**src/inc/dipk_map.vh**
```
// register offsets, field positions and reset values of the input image packer
`ifndef DIPK_MAP_VH
`define DIPK_MAP_VH

// bus geometry
`define DIPK_ADDR_W 8
`define DIPK_DATA_W 16

// digital image: one byte per module, packed into words
`define DIPK_DIG_BYTES 6
`define DIPK_DIG_WORDS 3

// control and interrupt registers
`define DIPK_OUT_IMG 8'h40
`define DIPK_IRQ_STAT 8'h41
`define DIPK_IRQ_MASK 8'h42

// per-module bit positions
`define DIPK_B_STATE1 0
`define DIPK_B_STATE2 1
`define DIPK_B_DIAG_1CH 1
`define DIPK_B_DIAG1 2
`define DIPK_B_DIAG2 3
`define DIPK_B_ACK1 2
`define DIPK_B_ACK2 3

// interrupt status bits
`define DIPK_EV_DIAG_1CH 0
`define DIPK_EV_DIAG_2D1 1
`define DIPK_EV_DIAG_2D2 2
`define DIPK_EV_DIAG_2A1 3
`define DIPK_EV_DIAG_2A2 4
`define DIPK_EV_W 5

// reset values
`define DIPK_RST_BYTE 8'h00
`define DIPK_RST_WORD 16'h0000
`define DIPK_RST_ACK 2'h0
`define DIPK_RST_EV 5'h00

`endif

```
**src/dipk_packer.v**
```verilog
// digital input image packer with register port and fault interrupt
//
// Operation
// - Image is built of whole words; module data start on byte boundaries.
// - Multi-byte values little-endian: low byte at the lower address.
// - Each input channel gives one bit showing its current signal state; acknowledge channels read 0 while their flag is latched.
// - Digital bytes follow all analog words in the image.
// - One-channel diagnostic module: state bit 0, diagnostic flag bit 1.
// - Plain two-channel module: channel 1 bit 0, channel 2 bit 1.
// - Two-channel diagnostic: states bits 0,1; diagnostic flags bits 2,3.
// - Diagnostic flag reports broken wire or short circuit on the channel.
// - Acknowledge module sets the channel flag when a fault arises.
// - Acknowledges come from output bits 2 and 3; bits 0,1 are zero.
// - Four-channel module: channels 1 to 4 in bits 0 to 3.
// - Eight-channel module: channels 1 to 8 in bits 0 to 7.
`timescale 1ns/1ps
`default_nettype none
`include "dipk_map.vh"

module dipk_packer #(
	parameter integer ANA_WORDS = 1
) (
	// clock and reset
	input wire i_clk_sys,
	input wire i_reset,
	// one-channel module with diagnostics
	input wire i_ch1d_state,
	input wire i_ch1d_fault,
	// plain two-channel module
	input wire [1:0] i_ch2_state,
	// two-channel module with diagnostics
	input wire [1:0] i_ch2d_state,
	input wire [1:0] i_ch2d_fault,
	// two-channel module with acknowledge
	input wire [1:0] i_ch2a_state,
	input wire [1:0] i_ch2a_fault,
	// four- and eight-channel modules
	input wire [3:0] i_ch4_state,
	input wire [7:0] i_ch8_state,
	// analog image words ahead of the digital data
	input wire [ANA_WORDS*16-1:0] i_analog_words,
	// register port
	input wire [`DIPK_ADDR_W-1:0] i_addr,
	input wire [`DIPK_DATA_W-1:0] i_wr_data,
	input wire i_wr,
	input wire i_rd,
	output reg [`DIPK_DATA_W-1:0] o_rd_data_q,
	// interrupt
	output wire o_irq
);

	localparam integer DIG_BASE_I = ANA_WORDS;
	localparam [`DIPK_ADDR_W-1:0] DIG_BASE = DIG_BASE_I[`DIPK_ADDR_W-1:0];

	reg [7:0] byte0_q;
	reg [7:0] byte1_q;
	reg [7:0] byte2_q;
	reg [7:0] byte4_q;
	reg [7:0] byte5_q;
	reg [1:0] ack_q;
	reg [`DIPK_EV_W-1:0] stat_q;
	reg [`DIPK_EV_W-1:0] stat_d;
	reg [`DIPK_EV_W-1:0] mask_q;
	reg [`DIPK_DATA_W-1:0] rd_d;
	wire [7:0] byte3;
	wire [1:0] ack_state;
	wire [1:0] ack_diag;
	wire [1:0] ack_set;
	wire [`DIPK_DIG_BYTES*8-1:0] dig_bytes;
	wire [`DIPK_EV_W-1:0] ev;
	wire wr_ack;
	wire wr_stat;
	wire wr_mask;
	integer i;

	assign wr_ack = i_wr & (i_addr == `DIPK_OUT_IMG);
	assign wr_stat = i_wr & (i_addr == `DIPK_IRQ_STAT);
	assign wr_mask = i_wr & (i_addr == `DIPK_IRQ_MASK);

	// acknowledge-capable channels
	dipk_ack_chan u_ack1 (
		.i_clk_sys(i_clk_sys),
		.i_reset(i_reset),
		.i_state(i_ch2a_state[0]),
		.i_fault(i_ch2a_fault[0]),
		.i_ack(ack_q[0]),
		.o_state_q(ack_state[0]),
		.o_diag_q(ack_diag[0]),
		.o_set_q(ack_set[0])
	);

	dipk_ack_chan u_ack2 (
		.i_clk_sys(i_clk_sys),
		.i_reset(i_reset),
		.i_state(i_ch2a_state[1]),
		.i_fault(i_ch2a_fault[1]),
		.i_ack(ack_q[1]),
		.o_state_q(ack_state[1]),
		.o_diag_q(ack_diag[1]),
		.o_set_q(ack_set[1])
	);

	// per-module image bytes, unused positions zero
	always @(posedge i_clk_sys) begin
		if (i_reset) begin
			byte0_q <= `DIPK_RST_BYTE;
			byte1_q <= `DIPK_RST_BYTE;
			byte2_q <= `DIPK_RST_BYTE;
			byte4_q <= `DIPK_RST_BYTE;
			byte5_q <= `DIPK_RST_BYTE;
		end else begin
			byte0_q <= {6'h00, i_ch1d_fault, i_ch1d_state};
			byte1_q <= {6'h00, i_ch2_state[1], i_ch2_state[0]};
			byte2_q <= {4'h0, i_ch2d_fault[1], i_ch2d_fault[0],
				i_ch2d_state[1], i_ch2d_state[0]};
			byte4_q <= {4'h0, i_ch4_state};
			byte5_q <= i_ch8_state;
		end
	end

	assign byte3 = {4'h0, ack_diag[1], ack_diag[0], ack_state[1], ack_state[0]};

	// byte n sits in word n/2, even n in the low half, odd n in the high half
	assign dig_bytes = {byte5_q, byte4_q, byte3, byte2_q, byte1_q, byte0_q};

	// acknowledge byte: only bits 2 and 3 are kept
	always @(posedge i_clk_sys) begin
		if (i_reset) begin
			ack_q <= `DIPK_RST_ACK;
		end else if (wr_ack) begin
			ack_q <= {i_wr_data[`DIPK_B_ACK2], i_wr_data[`DIPK_B_ACK1]};
		end
	end

	// rising diagnostic flags
	assign ev[`DIPK_EV_DIAG_1CH] = i_ch1d_fault & ~byte0_q[`DIPK_B_DIAG_1CH];
	assign ev[`DIPK_EV_DIAG_2D1] = i_ch2d_fault[0] & ~byte2_q[`DIPK_B_DIAG1];
	assign ev[`DIPK_EV_DIAG_2D2] = i_ch2d_fault[1] & ~byte2_q[`DIPK_B_DIAG2];
	assign ev[`DIPK_EV_DIAG_2A1] = ack_set[0];
	assign ev[`DIPK_EV_DIAG_2A2] = ack_set[1];

	// sticky status, write one to clear, a new event wins
	always @* begin
		stat_d = stat_q;
		if (wr_stat) begin
			stat_d = stat_q & ~i_wr_data[`DIPK_EV_W-1:0];
		end
		stat_d = stat_d | ev;
	end

	always @(posedge i_clk_sys) begin
		if (i_reset) begin
			stat_q <= `DIPK_RST_EV;
			mask_q <= `DIPK_RST_EV;
		end else begin
			stat_q <= stat_d;
			if (wr_mask) begin
				mask_q <= i_wr_data[`DIPK_EV_W-1:0];
			end
		end
	end

	assign o_irq = |(stat_q & mask_q);

	// read decode: analog words first, then the digital words
	always @* begin
		rd_d = `DIPK_RST_WORD;
		for (i = 0; i < ANA_WORDS; i = i + 1) begin
			if (i_addr == i[`DIPK_ADDR_W-1:0]) begin
				rd_d = i_analog_words[i*16 +: 16];
			end
		end
		for (i = 0; i < `DIPK_DIG_WORDS; i = i + 1) begin
			if (i_addr == DIG_BASE + i[`DIPK_ADDR_W-1:0]) begin
				rd_d = dig_bytes[i*16 +: 16];
			end
		end
		if (i_addr == `DIPK_OUT_IMG) begin
			rd_d = {12'h000, ack_q, 2'h0};
		end
		if (i_addr == `DIPK_IRQ_STAT) begin
			rd_d = {11'h000, stat_q};
		end
		if (i_addr == `DIPK_IRQ_MASK) begin
			rd_d = {11'h000, mask_q};
		end
	end

	always @(posedge i_clk_sys) begin
		if (i_reset) begin
			o_rd_data_q <= `DIPK_RST_WORD;
		end else if (i_rd) begin
			o_rd_data_q <= rd_d;
		end else begin
			o_rd_data_q <= `DIPK_RST_WORD;
		end
	end

endmodule

`default_nettype wire

```
**src/dipk_ack_chan.v**
```verilog
// one acknowledge-capable input channel with latched fault flag
`timescale 1ns/1ps
`default_nettype none

module dipk_ack_chan (
	// clock and reset
	input wire i_clk_sys,
	input wire i_reset,
	// field side
	input wire i_state,
	input wire i_fault,
	// acknowledge from the output image
	input wire i_ack,
	// image side
	output reg o_state_q,
	output reg o_diag_q,
	output reg o_set_q
);

	wire diag_d;

	// fault sets the flag and wins over an acknowledge in the same cycle
	assign diag_d = i_fault | (o_diag_q & ~i_ack);

	always @(posedge i_clk_sys) begin
		if (i_reset) begin
			o_state_q <= 1'b0;
			o_diag_q <= 1'b0;
			o_set_q <= 1'b0;
		end else begin
			o_diag_q <= diag_d;
			o_set_q <= i_fault & ~o_diag_q;
			// input stays inactive while the flag is latched
			o_state_q <= i_state & ~diag_d;
		end
	end

endmodule

`default_nettype wire

```
**config.mk**
```make
export PLATFORM = sky130hd
export DESIGN_NAME = dipk_packer
export DESIGN_NICKNAME = d
export VERILOG_FILES = /design/src/dipk_packer.v /design/src/dipk_ack_chan.v
export VERILOG_INCLUDE_DIRS = /design/src /design/src/inc
export SDC_FILE = /design/constraint.sdc
export NUM_CORES = 1
export LEC_CHECK = 0
export ABC_AREA = 1
export BUFFER_PORTS_ARGS = -buffer_cell sky130_fd_sc_hd__buf_2
export CORE_ASPECT_RATIO = 1.4
export CORE_MARGIN = 4
export CORE_UTILIZATION = 51
export DETAILED_ROUTE_END_ITERATION = 12
export GPL_TIMING_DRIVEN = 0
export PLACE_DENSITY = 0.93
export SLEW_MARGIN = 20
export SYNTH_ARGS = -nofsm -noshare
export SYNTH_HDL_FRONTEND = slang
export SYNTH_SLANG_ARGS = --single-unit
```
**constraint.sdc**
```tcl
create_clock -name i_clk_sys -period 1.5 [get_ports i_clk_sys]
set_input_delay 0.075 -clock i_clk_sys [delete_from_list [all_inputs] [get_ports i_clk_sys]]
set_output_delay 0.075 -clock i_clk_sys [all_outputs]
set_load 0.02 [all_outputs]
```
## Word level (Yosys, flattened, before mapping)

Index checks and enable logic that the tools add are counted.
Widths: inputs -> output; s select.

- Equal/unequal tests: 6
- Muxes and demuxes: 8
- Bitwise logic cells: 28
- Reductions and logical operators: 4

Operators with widths:

| cell | number |
|---|---|
| $mux 16 | 4 |
| $eq 8x7->1 const B | 3 |
| $mux 5 | 4 |
| $eq 8x2->1 const B | 2 |
| $and 1x1->1 | 12 |
| $and 5x5->5 | 2 |
| $not 1->1 | 10 |
| $reduce_or 5->1 | 2 |
| $eq 8x1->1 const B | 1 |
| $logic_not 8->1 | 1 |
| $not 5->5 | 1 |
| $or 5x5->5 | 1 |
| $or 1x1->1 | 2 |
| $reduce_or 2->1 | 1 |

- Register bits: 74
- Input bits: 68

## Longest topological paths before layout

Gate-level depths: netlist (run 1).

- Depth in word-level cells: 8
- Mapped depth: 9
- Mapped depth without buffers: 9

## Cells and area by module

Synthesis (run 1) repeated with hierarchy kept, for this count alone.

- Cells, all modules: 300
- Area, all modules: 2,223.4 µm²

By module, submodules not included:

| module | times used | cells an instance | area each (µm²) |
|---|---|---|---|
| dipk_packer | 1 | 276 | 2,008.2 |
| dipk_ack_chan | 2 | 12 | 107.6 |

## Least setup slack after synthesis (run 1)

No wires, ideal clock.

- Path kind: input port to flip-flop
- From: input i_addr[5]
- To: register o_rd_data_q[1]
- Arrival: 0.855 ns
- Setup slack: 0.523 ns
- Stages on the path: 7
- Buffers on the path: 0
- Path through: nor2_1 > nand2_2 > inv_2 > nand2_4 > or2_0 > o21ai_0 > a21oi_1

- Word-level cells in the longest chain between the ends: 8
- Elaborated cells on any way between the ends: 14
- Classes of those cells: eq/ne: 6; mux: 7; reduce/logical: 1

RTL lines:

| element | line | source |
|---|---|---|
| start: declaration | dipk_packer.v:43 | `` input wire [`DIPK_ADDR_W-1:0] i_addr, `` |
| $logic_not 8->1 | dipk_packer.v:169 | `` if (i_addr == i[`DIPK_ADDR_W-1:0]) begin `` |
| $mux 16 | dipk_packer.v:169 |  |
| $mux 16 (3 in series) | dipk_packer.v:174 | `` if (i_addr == DIG_BASE + i[`DIPK_ADDR_W-1:0]) begin `` |
| $mux 5 | dipk_packer.v:178 | `` if (i_addr == `DIPK_OUT_IMG) begin `` |
| $mux 5 | dipk_packer.v:181 | `` if (i_addr == `DIPK_IRQ_STAT) begin `` |
| $mux 5 (*) | dipk_packer.v:184 | `` if (i_addr == `DIPK_IRQ_MASK) begin `` |
| end signal: assignment | dipk_packer.v:191 | `` o_rd_data_q <= `DIPK_RST_WORD; `` |
| end signal: assignment | dipk_packer.v:193 | `o_rd_data_q <= rd_d;` |
| end signal: assignment | dipk_packer.v:195 | `` o_rd_data_q <= `DIPK_RST_WORD; `` |
| end: declaration | dipk_packer.v:47 | `` output reg [`DIPK_DATA_W-1:0] o_rd_data_q, `` |

Every way passes the cells marked *; elsewhere a longest branch is shown, timed or not.
A chain may end at the register's enable or synchronous reset.

## Worst setup path in the final report (run 1)

- From: input i_reset
- To: register o_rd_data_q[12]

- Word-level cells in the longest chain between the ends: 1

RTL lines:

| element | line | source |
|---|---|---|
| start: declaration | dipk_packer.v:25 | `input wire i_reset,` |
| $reduce_or 5->1 (no line) | -- |  |

No other way between the ends.

==> run_summary.xml, run 1 <==
<?xml version="1.0" encoding="UTF-8"?>
<metrics>
  <group name="synth">
    <metric name="most_area_hungry_cell_type_in_the_yosys_netlist" unit="">dfxtp_1</metric>
    <metric name="ys_types" unit="">22</metric>
    <metric name="flops_latches_synth" unit="">54</metric>
    <metric name="synth_enable_flop_cells" unit="">0</metric>
    <metric name="yosysSeqAreaShare" unit="">0.497</metric>
    <metric name="netlist_top_cells_count" unit="">54 x dfxtp_1, 44 x nand2_1, 42 x nor2_1</metric>
    <metric name="syn_nets" unit="">357</metric>
    <metric name="synthMostInstantiatedCell" unit="">dfxtp_1</metric>
    <metric name="yosys-top-cells-area" unit="">dfxtp_1 50%, nand2_1 7.6%, nand3_1 7.4%</metric>
    <metric name="synth_area" unit="µm²">2170</metric>
    <metric name="syn_inst" unit="">289</metric>
    <metric name="synth_area_per_cell" unit="µm²">7.52</metric>
    <metric name="synth-async-reset-ratio" unit="">0</metric>
    <metric name="synthesis.yosys.warnings" unit="">0</metric>
    <metric name="post-synth-top-area-fraction" unit="">0.497</metric>
    <metric name="ys_dominant_reg_cell" unit="">dfxtp_1</metric>
  </group>
  <group name="setup_path">
    <metric name="critical-path-slowest-cell" unit="">dlygate4sd3_1</metric>
    <metric name="crit_buf_inv" unit="">5</metric>
    <metric name="worst_path_dominant_cell_family" unit="">buffers and inverters</metric>
    <metric name="cp-end-kind" unit="">register</metric>
    <metric name="critPathLaunchType" unit="">input port</metric>
    <metric name="cp_cell_sequence" unit="">dlygate4sd3_1 -&gt; buf_2 -&gt; clkinv_2 -&gt; nand2_1 -&gt; inv_2 -&gt; nand2_4 -&gt; nor2_4 -&gt; buf_8 -&gt; nand3_1 -&gt; nand2_1</metric>
    <metric name="worstPathArrival" unit="ns">1.62</metric>
    <metric name="critPathKind" unit="">input port to register</metric>
    <metric name="timing.critical_path.fanout_max" unit="">10</metric>
    <metric name="worst-endpoint-required" unit="ns">1.77</metric>
    <metric name="timing.critical_path.slowest_cell_delay" unit="ns">0.52</metric>
    <metric name="reg2regPathDepth" unit="">4</metric>
    <metric name="crit_top_cell" unit="">nand2_1</metric>
    <metric name="cp_num_cells" unit="">10</metric>
  </group>
  <group name="floorplanning">
    <metric name="boundaryPins" unit="">85</metric>
    <metric name="chipHeight" unit="µm">85.3</metric>
    <metric name="core_area" unit="µm²">4020</metric>
    <metric name="floorplan.initialDensity" unit="">0.541</metric>
    <metric name="dieArea" unit="µm²">5390</metric>
    <metric name="die_boundary_width" unit="µm">63.2</metric>
    <metric name="fp-row-count" unit="">27</metric>
  </group>
  <group name="clock_network">
    <metric name="cts_root_buffer" unit="">clkbuf_8</metric>
    <metric name="clock_sink_count" unit="">54</metric>
    <metric name="clkLatencyLatePin" unit="ns">0.32</metric>
    <metric name="cts_max_path_buffers" unit="">2</metric>
    <metric name="htreeDepth" unit="">2</metric>
    <metric name="tritoncts" unit="">yes</metric>
    <metric name="cts_buffers" unit="">5</metric>
    <metric name="cts_repair_resize_count" unit="">0</metric>
    <metric name="cts.repair_timing.setup_buffer_count" unit="">0</metric>
    <metric name="cts.reportedPaths.clkPinSlew" unit="ns">0.11</metric>
  </group>
  <group name="timing">
    <metric name="worst_hold_slack" unit="ns">0.00129</metric>
    <metric name="period_minus_slack" unit="ns">1.36</metric>
    <metric name="finalSetupTns" unit="ns">0</metric>
    <metric name="setup_repair_after_global_routing_missed_its_margin" unit="">no</metric>
    <metric name="layout_skew" unit="ns">0.0142</metric>
    <metric name="hold_violations" unit="">0</metric>
    <metric name="report.final.slew_viol_count" unit="">0</metric>
    <metric name="setup_viol" unit="">0</metric>
    <metric name="worstMarginPinSlew" unit="ns">0.556</metric>
    <metric name="achievable-frequency" unit="MHz">738</metric>
    <metric name="period_share" unit="">0.903</metric>
    <metric name="max-slew-margin-rel" unit="">0.630</metric>
  </group>
  <group name="layout">
    <metric name="share_of_post_route_cells_with_drive_strength_above_1" unit="">0.279</metric>
    <metric name="antenna_cells" unit="">0</metric>
    <metric name="layout.nets" unit="">465</metric>
    <metric name="flow.area_growth_from_synthesis" unit="%">37.0</metric>
  </group>
  <group name="placement">
    <metric name="io_buffers" unit="">71</metric>
    <metric name="dp_hpwl" unit="µm">4020</metric>
    <metric name="routabilityCongestion" unit="">0.838</metric>
  </group>
  <group name="route">
    <metric name="drt_wl_total" unit="µm">6390</metric>
    <metric name="routed_via_density" unit="">5.08</metric>
    <metric name="detail_route.iter0.violations" unit="">190</metric>
    <metric name="route.detailed.wl_per_inst" unit="µm">14.5</metric>
    <metric name="drc_errors" unit="">0</metric>
    <metric name="drt.antenna.violating_nets" unit="">0</metric>
    <metric name="vias" unit="">2242</metric>
    <metric name="drt_pre_antenna_iters" unit="">4</metric>
  </group>
  <group name="power">
    <metric name="max-vdd-ir-drop" unit="mV">0.719</metric>
    <metric name="cellPowerDensity" unit="nW/µm²">891</metric>
    <metric name="p_leak" unit="nW">1.54</metric>
  </group>
  <group name="global_route">
    <metric name="grt_usage" unit="">0.243</metric>
    <metric name="grt_pass1_vias" unit="">2300</metric>
    <metric name="largest_net_degree_at_the_start_of_global_routing" unit="">20</metric>
    <metric name="gr-total-overflow" unit="">0</metric>
    <metric name="grt_antenna_before_repair" unit="">0</metric>
    <metric name="grt_first_pass_wirelength" unit="µm">10300</metric>
  </group>
  <group name="hold_path">
    <metric name="hp-class" unit="">input port to register</metric>
    <metric name="hold_crit_depth" unit="">3</metric>
  </group>
  <group name="run_status">
    <metric name="status" unit="">completed</metric>
  </group>
  <group name="flow_run">
    <metric name="max_cap_viol_count" unit="">0</metric>
  </group>
</metrics>
-- tightest hold or removal path, cell delays in order --
cell     delay, ns
buf_2         0.11
nand2_1       0.06
nor2_1        0.04
-- final cells by class --
class / count / area (µm²)
Clock buffer: 5 / 68.8
Buffer: 7 / 46.3
Sequential cell: 54 / 1080
Timing Repair Buffer: 101 / 656
Multi-Input combinational cell: 182 / 873
Fill cell: 275 / 1040
Tap cell: 43 / 53.8
Clock inverter: 3 / 26.3
Inverter: 46 / 174
-- kinds of logic after synthesis --
family / Yosys count / share of synthesized area
DFF: 54 / 0.497
and+or+nand+nor: 141 / 0.304
buffers and inverters: 53 / 0.101
AOI/OAI and AO/OA: 41 / 0.0978
-- cells in the final DEF, fill, tap and decap left out, types with 6 or more instances in the layout --
master         count
o21ai_0           11
nand3_1           32
inv_2              7
a21oi_1           22
dlygate4sd3_1     30
nor2_2             8
nor2_1            42
buf_2             72
dfxtp_1           54
o21ai_1            6
inv_1             38
nand2_1           44
-- state kept, by name, indices dropped and copies added, names as in the netlist, 2 cells and up --
register	count
ack_q	2
byte0_q	2
byte1_q	2
byte2_q	4
byte4_q	4
byte5_q	8
mask_q	5
o_rd_data_q	16
stat_q	5
-- through the flow --
stage          utilization  cells  worst slack (ns)  area, µm²  power (mW)
2_1_floorplan            -    289             0.523       2170        1.64
3_3_place_gp         0.643    403             0.268       2580        1.74
3_5_place_dp         0.643    403             0.228       2580        1.75
4_1_cts              0.741    441             0.168       2980        2.64
5_1_grt              0.741    441            0.0743       2980        2.77
6_report             0.741    441             0.145       2980        2.66
-- worst paths after layout --
check,startpoint,to,slack (ns)
min,i_ch2a_fault[1],u_ack2.o_set_q$_SDFF_PP0_,0.001
max reg2reg,stat_q[0]$_SDFF_PP0_,o_rd_data_q[0]$_SDFF_PP0_,0.62
max,i_reset,o_rd_data_q[12]$_SDFF_PP0_,0.14
min reg2reg,u_ack2.o_set_q$_SDFF_PP0_,stat_q[4]$_SDFF_PP0_,0.46
-- where the power goes --
| part | switching [mW] | leakage [nW] | total [mW] | internal (mW) |
|---|---|---|---|---|
| Combinational | 0.143 | 1.04 | 0.290 | 0.147 |
| Clock | 0.517 | 0.0491 | 0.862 | 0.345 |
| Sequential | 0.0223 | 0.443 | 1.50 | 1.48 |
| Total | 0.682 | 1.54 | 2.66 | 1.97 |
-- routing by layer --
metal	GRT usage	routed length [µm]	share of wire	vias up
li1	-	-	-	1111
met1	0.252	2380	0.37	1019
met2	0.473	3500	0.55	94
met3	0.0371	317	0.050	18
met4	0.108	193	0.030	0
met5	0	0	0	-
-- what timing repair did --
item	in CTS	in global routing
endpoints found under the hold margin	32	0
setup endpoints to repair	0	0
hold buffers	30	0
Power figures use the tool's default switching activity.
==> run 2: changes to the inputs <==
--- a/config.mk
+++ b/config.mk
@@ -6,15 +6,14 @@
 export SDC_FILE = /design/constraint.sdc
 export NUM_CORES = 1
 export LEC_CHECK = 0
-export ABC_AREA = 1
 export BUFFER_PORTS_ARGS = -buffer_cell sky130_fd_sc_hd__buf_2
-export CORE_ASPECT_RATIO = 1.4
+export CORE_ASPECT_RATIO = 0.9
 export CORE_MARGIN = 4
 export CORE_UTILIZATION = 51
 export DETAILED_ROUTE_END_ITERATION = 12
 export GPL_TIMING_DRIVEN = 0
-export PLACE_DENSITY = 0.93
-export SLEW_MARGIN = 20
+export PLACE_DENSITY = 0.94
+export SLEW_MARGIN = 40
 export SYNTH_ARGS = -nofsm -noshare
 export SYNTH_HDL_FRONTEND = slang
 export SYNTH_SLANG_ARGS = --single-unit
==> run 2 against run 1 <==
Against the previous run:
- the run now ends with hold timing left
- fmax fell by 4.4%
- final area decreased by 5.3%
- via count shrank 14%
- die area decreased by 2.6%
- power is 0.19% lower
- synthesized area fell by 2.6%
- global-route usage down 2.2 points
- sequential cell count did not move
- critical path type is now register to register
- combinational power grew 13%
- sequential power barely moved
==> run_summary.xml, run 2 <==
<?xml version="1.0" encoding="UTF-8"?>
<metrics>
  <group name="clock_network">
    <metric name="cts_root_buffer" unit="">clkbuf_8</metric>
    <metric name="cts_buffers" unit="">5</metric>
    <metric name="cts.repair_timing.setup_buffer_count" unit="">0</metric>
    <metric name="cts_max_path_buffers" unit="">2</metric>
    <metric name="cts_repair_resize_count" unit="">0</metric>
    <metric name="htreeDepth" unit="">2</metric>
    <metric name="clkLatencyLatePin" unit="ns">0.31</metric>
    <metric name="cts.reportedPaths.clkPinSlew" unit="ns">0.09</metric>
    <metric name="tritoncts" unit="">yes</metric>
    <metric name="clock_sink_count" unit="">54</metric>
  </group>
  <group name="timing">
    <metric name="period_minus_slack" unit="ns">1.42</metric>
    <metric name="hold_violations" unit="">1</metric>
    <metric name="worst_hold_slack" unit="ns">-0.00389</metric>
    <metric name="setup_viol" unit="">0</metric>
    <metric name="finalSetupTns" unit="ns">0</metric>
    <metric name="period_share" unit="">0.945</metric>
    <metric name="setup_repair_after_global_routing_missed_its_margin" unit="">no</metric>
    <metric name="worstMarginPinSlew" unit="ns">0.571</metric>
    <metric name="max-slew-margin-rel" unit="">0.619</metric>
    <metric name="report.final.slew_viol_count" unit="">0</metric>
    <metric name="layout_skew" unit="ns">0.00766</metric>
    <metric name="achievable-frequency" unit="MHz">706</metric>
  </group>
  <group name="synth">
    <metric name="synthesis.yosys.warnings" unit="">0</metric>
    <metric name="ys_dominant_reg_cell" unit="">dfxtp_1</metric>
    <metric name="syn_nets" unit="">274</metric>
    <metric name="synth-async-reset-ratio" unit="">0</metric>
    <metric name="most_area_hungry_cell_type_in_the_yosys_netlist" unit="">dfxtp_1</metric>
    <metric name="ys_types" unit="">46</metric>
    <metric name="yosysSeqAreaShare" unit="">0.511</metric>
    <metric name="flops_latches_synth" unit="">54</metric>
    <metric name="post-synth-top-area-fraction" unit="">0.511</metric>
    <metric name="synth_enable_flop_cells" unit="">0</metric>
    <metric name="synth_area" unit="µm²">2120</metric>
    <metric name="syn_inst" unit="">206</metric>
    <metric name="synth_area_per_cell" unit="µm²">10.3</metric>
    <metric name="yosys-top-cells-area" unit="">dfxtp_1 51%, nor2b_1 6.5%, mux4_2 4.3%</metric>
    <metric name="netlist_top_cells_count" unit="">54 x dfxtp_1, 22 x nor2b_1, 15 x nor2_1</metric>
    <metric name="synthMostInstantiatedCell" unit="">dfxtp_1</metric>
  </group>
  <group name="layout">
    <metric name="largest-register" unit="">o_rd_data_q</metric>
    <metric name="final_cell_mix" unit="">74 x buf_2, 54 x dfxtp_1, 22 x nor2b_1</metric>
    <metric name="flow.area_growth_from_synthesis" unit="%">33.3</metric>
    <metric name="layout_commonest_cell" unit="">buf_2</metric>
    <metric name="core_utilization_of_the_finished_layout" unit="">0.730</metric>
    <metric name="fill_cells" unit="">264</metric>
    <metric name="largest_register_ffs" unit="">16</metric>
    <metric name="antenna_cells" unit="">0</metric>
    <metric name="largestRegisters" unit="">o_rd_data_q (16), byte5_q (8)</metric>
    <metric name="layout.nets" unit="">373</metric>
    <metric name="layout.cells.non_filler" unit="">352</metric>
    <metric name="share_of_post_route_cells_with_drive_strength_above_1" unit="">0.337</metric>
  </group>
  <group name="global_route">
    <metric name="gr-total-overflow" unit="">0</metric>
    <metric name="largest_net_degree_at_the_start_of_global_routing" unit="">16</metric>
    <metric name="grt_antenna_before_repair" unit="">0</metric>
    <metric name="grt_usage" unit="">0.221</metric>
    <metric name="grt_first_pass_wirelength" unit="µm">9210</metric>
    <metric name="grt_pass1_vias" unit="">1861</metric>
  </group>
  <group name="floorplanning">
    <metric name="chipHeight" unit="µm">69.1</metric>
    <metric name="dieArea" unit="µm²">5250</metric>
    <metric name="boundaryPins" unit="">85</metric>
    <metric name="fp-row-count" unit="">21</metric>
    <metric name="die_boundary_width" unit="µm">75.9</metric>
    <metric name="floorplan.initialDensity" unit="">0.548</metric>
    <metric name="core_area" unit="µm²">3860</metric>
  </group>
  <group name="hold_path">
    <metric name="hp-class" unit="">input port to register</metric>
  </group>
  <group name="placement">
    <metric name="routabilityCongestion" unit="">0.878</metric>
    <metric name="io_buffers" unit="">73</metric>
    <metric name="dp_hpwl" unit="µm">4090</metric>
    <metric name="place.detailed.instances" unit="">325</metric>
  </group>
  <group name="setup_path">
    <metric name="cp-end-kind" unit="">register</metric>
    <metric name="critical_path.reg2reg.endpoint" unit="">o_rd_data_q[8]$_SDFF_PP0_</metric>
    <metric name="worst-r2r-setup-slack" unit="ns">0.08</metric>
    <metric name="timing.critical_path.fanout_max" unit="">1</metric>
    <metric name="critPathLaunchType" unit="">register</metric>
    <metric name="worst-endpoint-required" unit="ns">1.71</metric>
    <metric name="critical_path.reg2reg.startpoint" unit="">u_ack1.o_state_q$_SDFF_PP0_</metric>
    <metric name="launch_point_of_the_critical_path" unit="">u_ack1.o_state_q$_SDFF_PP0_</metric>
    <metric name="critPathKind" unit="">register to register</metric>
    <metric name="worstPathArrival" unit="ns">1.63</metric>
    <metric name="worst_setup_path_endpoint" unit="">o_rd_data_q[8]$_SDFF_PP0_</metric>
    <metric name="reg2regPathDepth" unit="">3</metric>
  </group>
  <group name="power">
    <metric name="max-vdd-ir-drop" unit="mV">0.694</metric>
    <metric name="p_leak" unit="nW">1.29</metric>
    <metric name="design_power_total" unit="mW">2.65</metric>
    <metric name="cellPowerDensity" unit="nW/µm²">939</metric>
  </group>
  <group name="run_status">
    <metric name="status" unit="">finished, violations left</metric>
    <metric name="failed_checks" unit="">hold timing</metric>
  </group>
  <group name="route">
    <metric name="detail_route.iter0.violations" unit="">162</metric>
    <metric name="drt_wl_total" unit="µm">5850</metric>
    <metric name="vias" unit="">1927</metric>
    <metric name="drc_errors" unit="">0</metric>
    <metric name="drt_pre_antenna_iters" unit="">5</metric>
    <metric name="drt.antenna.violating_nets" unit="">0</metric>
    <metric name="route.detailed.wl_per_inst" unit="µm">16.6</metric>
    <metric name="routed_via_density" unit="">5.47</metric>
  </group>
  <group name="flow_run">
    <metric name="max_cap_viol_count" unit="">0</metric>
  </group>
</metrics>
-- run 2: per-layer routing --
metal / routed length (µm) / global-route usage / part of all wire / vias to the layer above
met5: 0 / 0 / 0 / -
met4: 156 / 0.111 / 0.027 / 0
met3: 446 / 0.0521 / 0.076 / 16
met2: 2830 / 0.369 / 0.48 / 94
met1: 2420 / 0.264 / 0.41 / 895
li1: - / - / - / 922
-- run 2: kinds of logic after synthesis --
kind of cell           count (synthesis)  share of synthesized area
buffers and inverters                 20                     0.0479
muxes                                 13                     0.0863
AOI/OAI and AO/OA                     39                      0.121
DFF                                   54                      0.511
and+or+nand+nor                       80                      0.234
-- run 2: final cells by class --
class | instances | area, µm² | area share
Buffer | 9 | 60.1 | 0.0213
Clock buffer | 7 | 86.3 | 0.0306
Clock inverter | 1 | 5.00 | 0.00177
Inverter | 11 | 41.3 | 0.0146
Multi-Input combinational cell | 132 | 935 | 0.331
Sequential cell | 54 | 1080 | 0.383
Tap cell | 46 | 57.6 | 0.0204
Timing Repair Buffer | 92 | 556 | 0.197
-- run 2: timing repair --
action	CTS	global route
hold endpoints to repair	19	0
hold buffers	19	0
setup endpoints to repair	0	0
-- run 2: worst min path at each step --
stage / startpoint / to / slack, ns / depth (start not counted)
after CTS: i_analog_words[14] / o_rd_data_q[14]$_SDFF_PP0_ / 0.002 / 3
after floorplan: i_ch2a_fault[0] / u_ack1.o_diag_q$_SDFF_PP0_ / 0.20 / 2
after global placement: i_ch1d_state / byte0_q[0]$_SDFF_PP0_ / 0.28 / 2
after detailed placement: i_ch4_state[1] / byte4_q[1]$_SDFF_PP0_ / 0.29 / 2
final: i_ch2a_fault[0] / u_ack1.o_diag_q$_SDFF_PP0_ / -0.004 / 3
after global routing: i_ch8_state[0] / byte5_q[0]$_SDFF_PP0_ / 0.003 / 2
-- run 2: stage by stage --
stage | area, µm² | worst slack, ns
5_1_grt | 2820 | 0.0341
6_report | 2820 | 0.0830
4_1_cts | 2820 | 0.0885
3_5_place_dp | 2540 | 0.0482
3_3_place_gp | 2540 | 0.0984
2_1_floorplan | 2120 | 0.153
-- run 2: worst max-delay path, stage by stage (launching register included) --
cell and delay, ns:
dfxtp_1 0.33, or3_1 0.36, mux4_2 0.45, and3_1 0.18
-- run 2: power breakdown --
group | switching, mW | internal (mW)
Clock | 0.445 | 0.373
Sequential | 0.0225 | 1.48
Combinational | 0.152 | 0.177
Total | 0.619 | 2.03
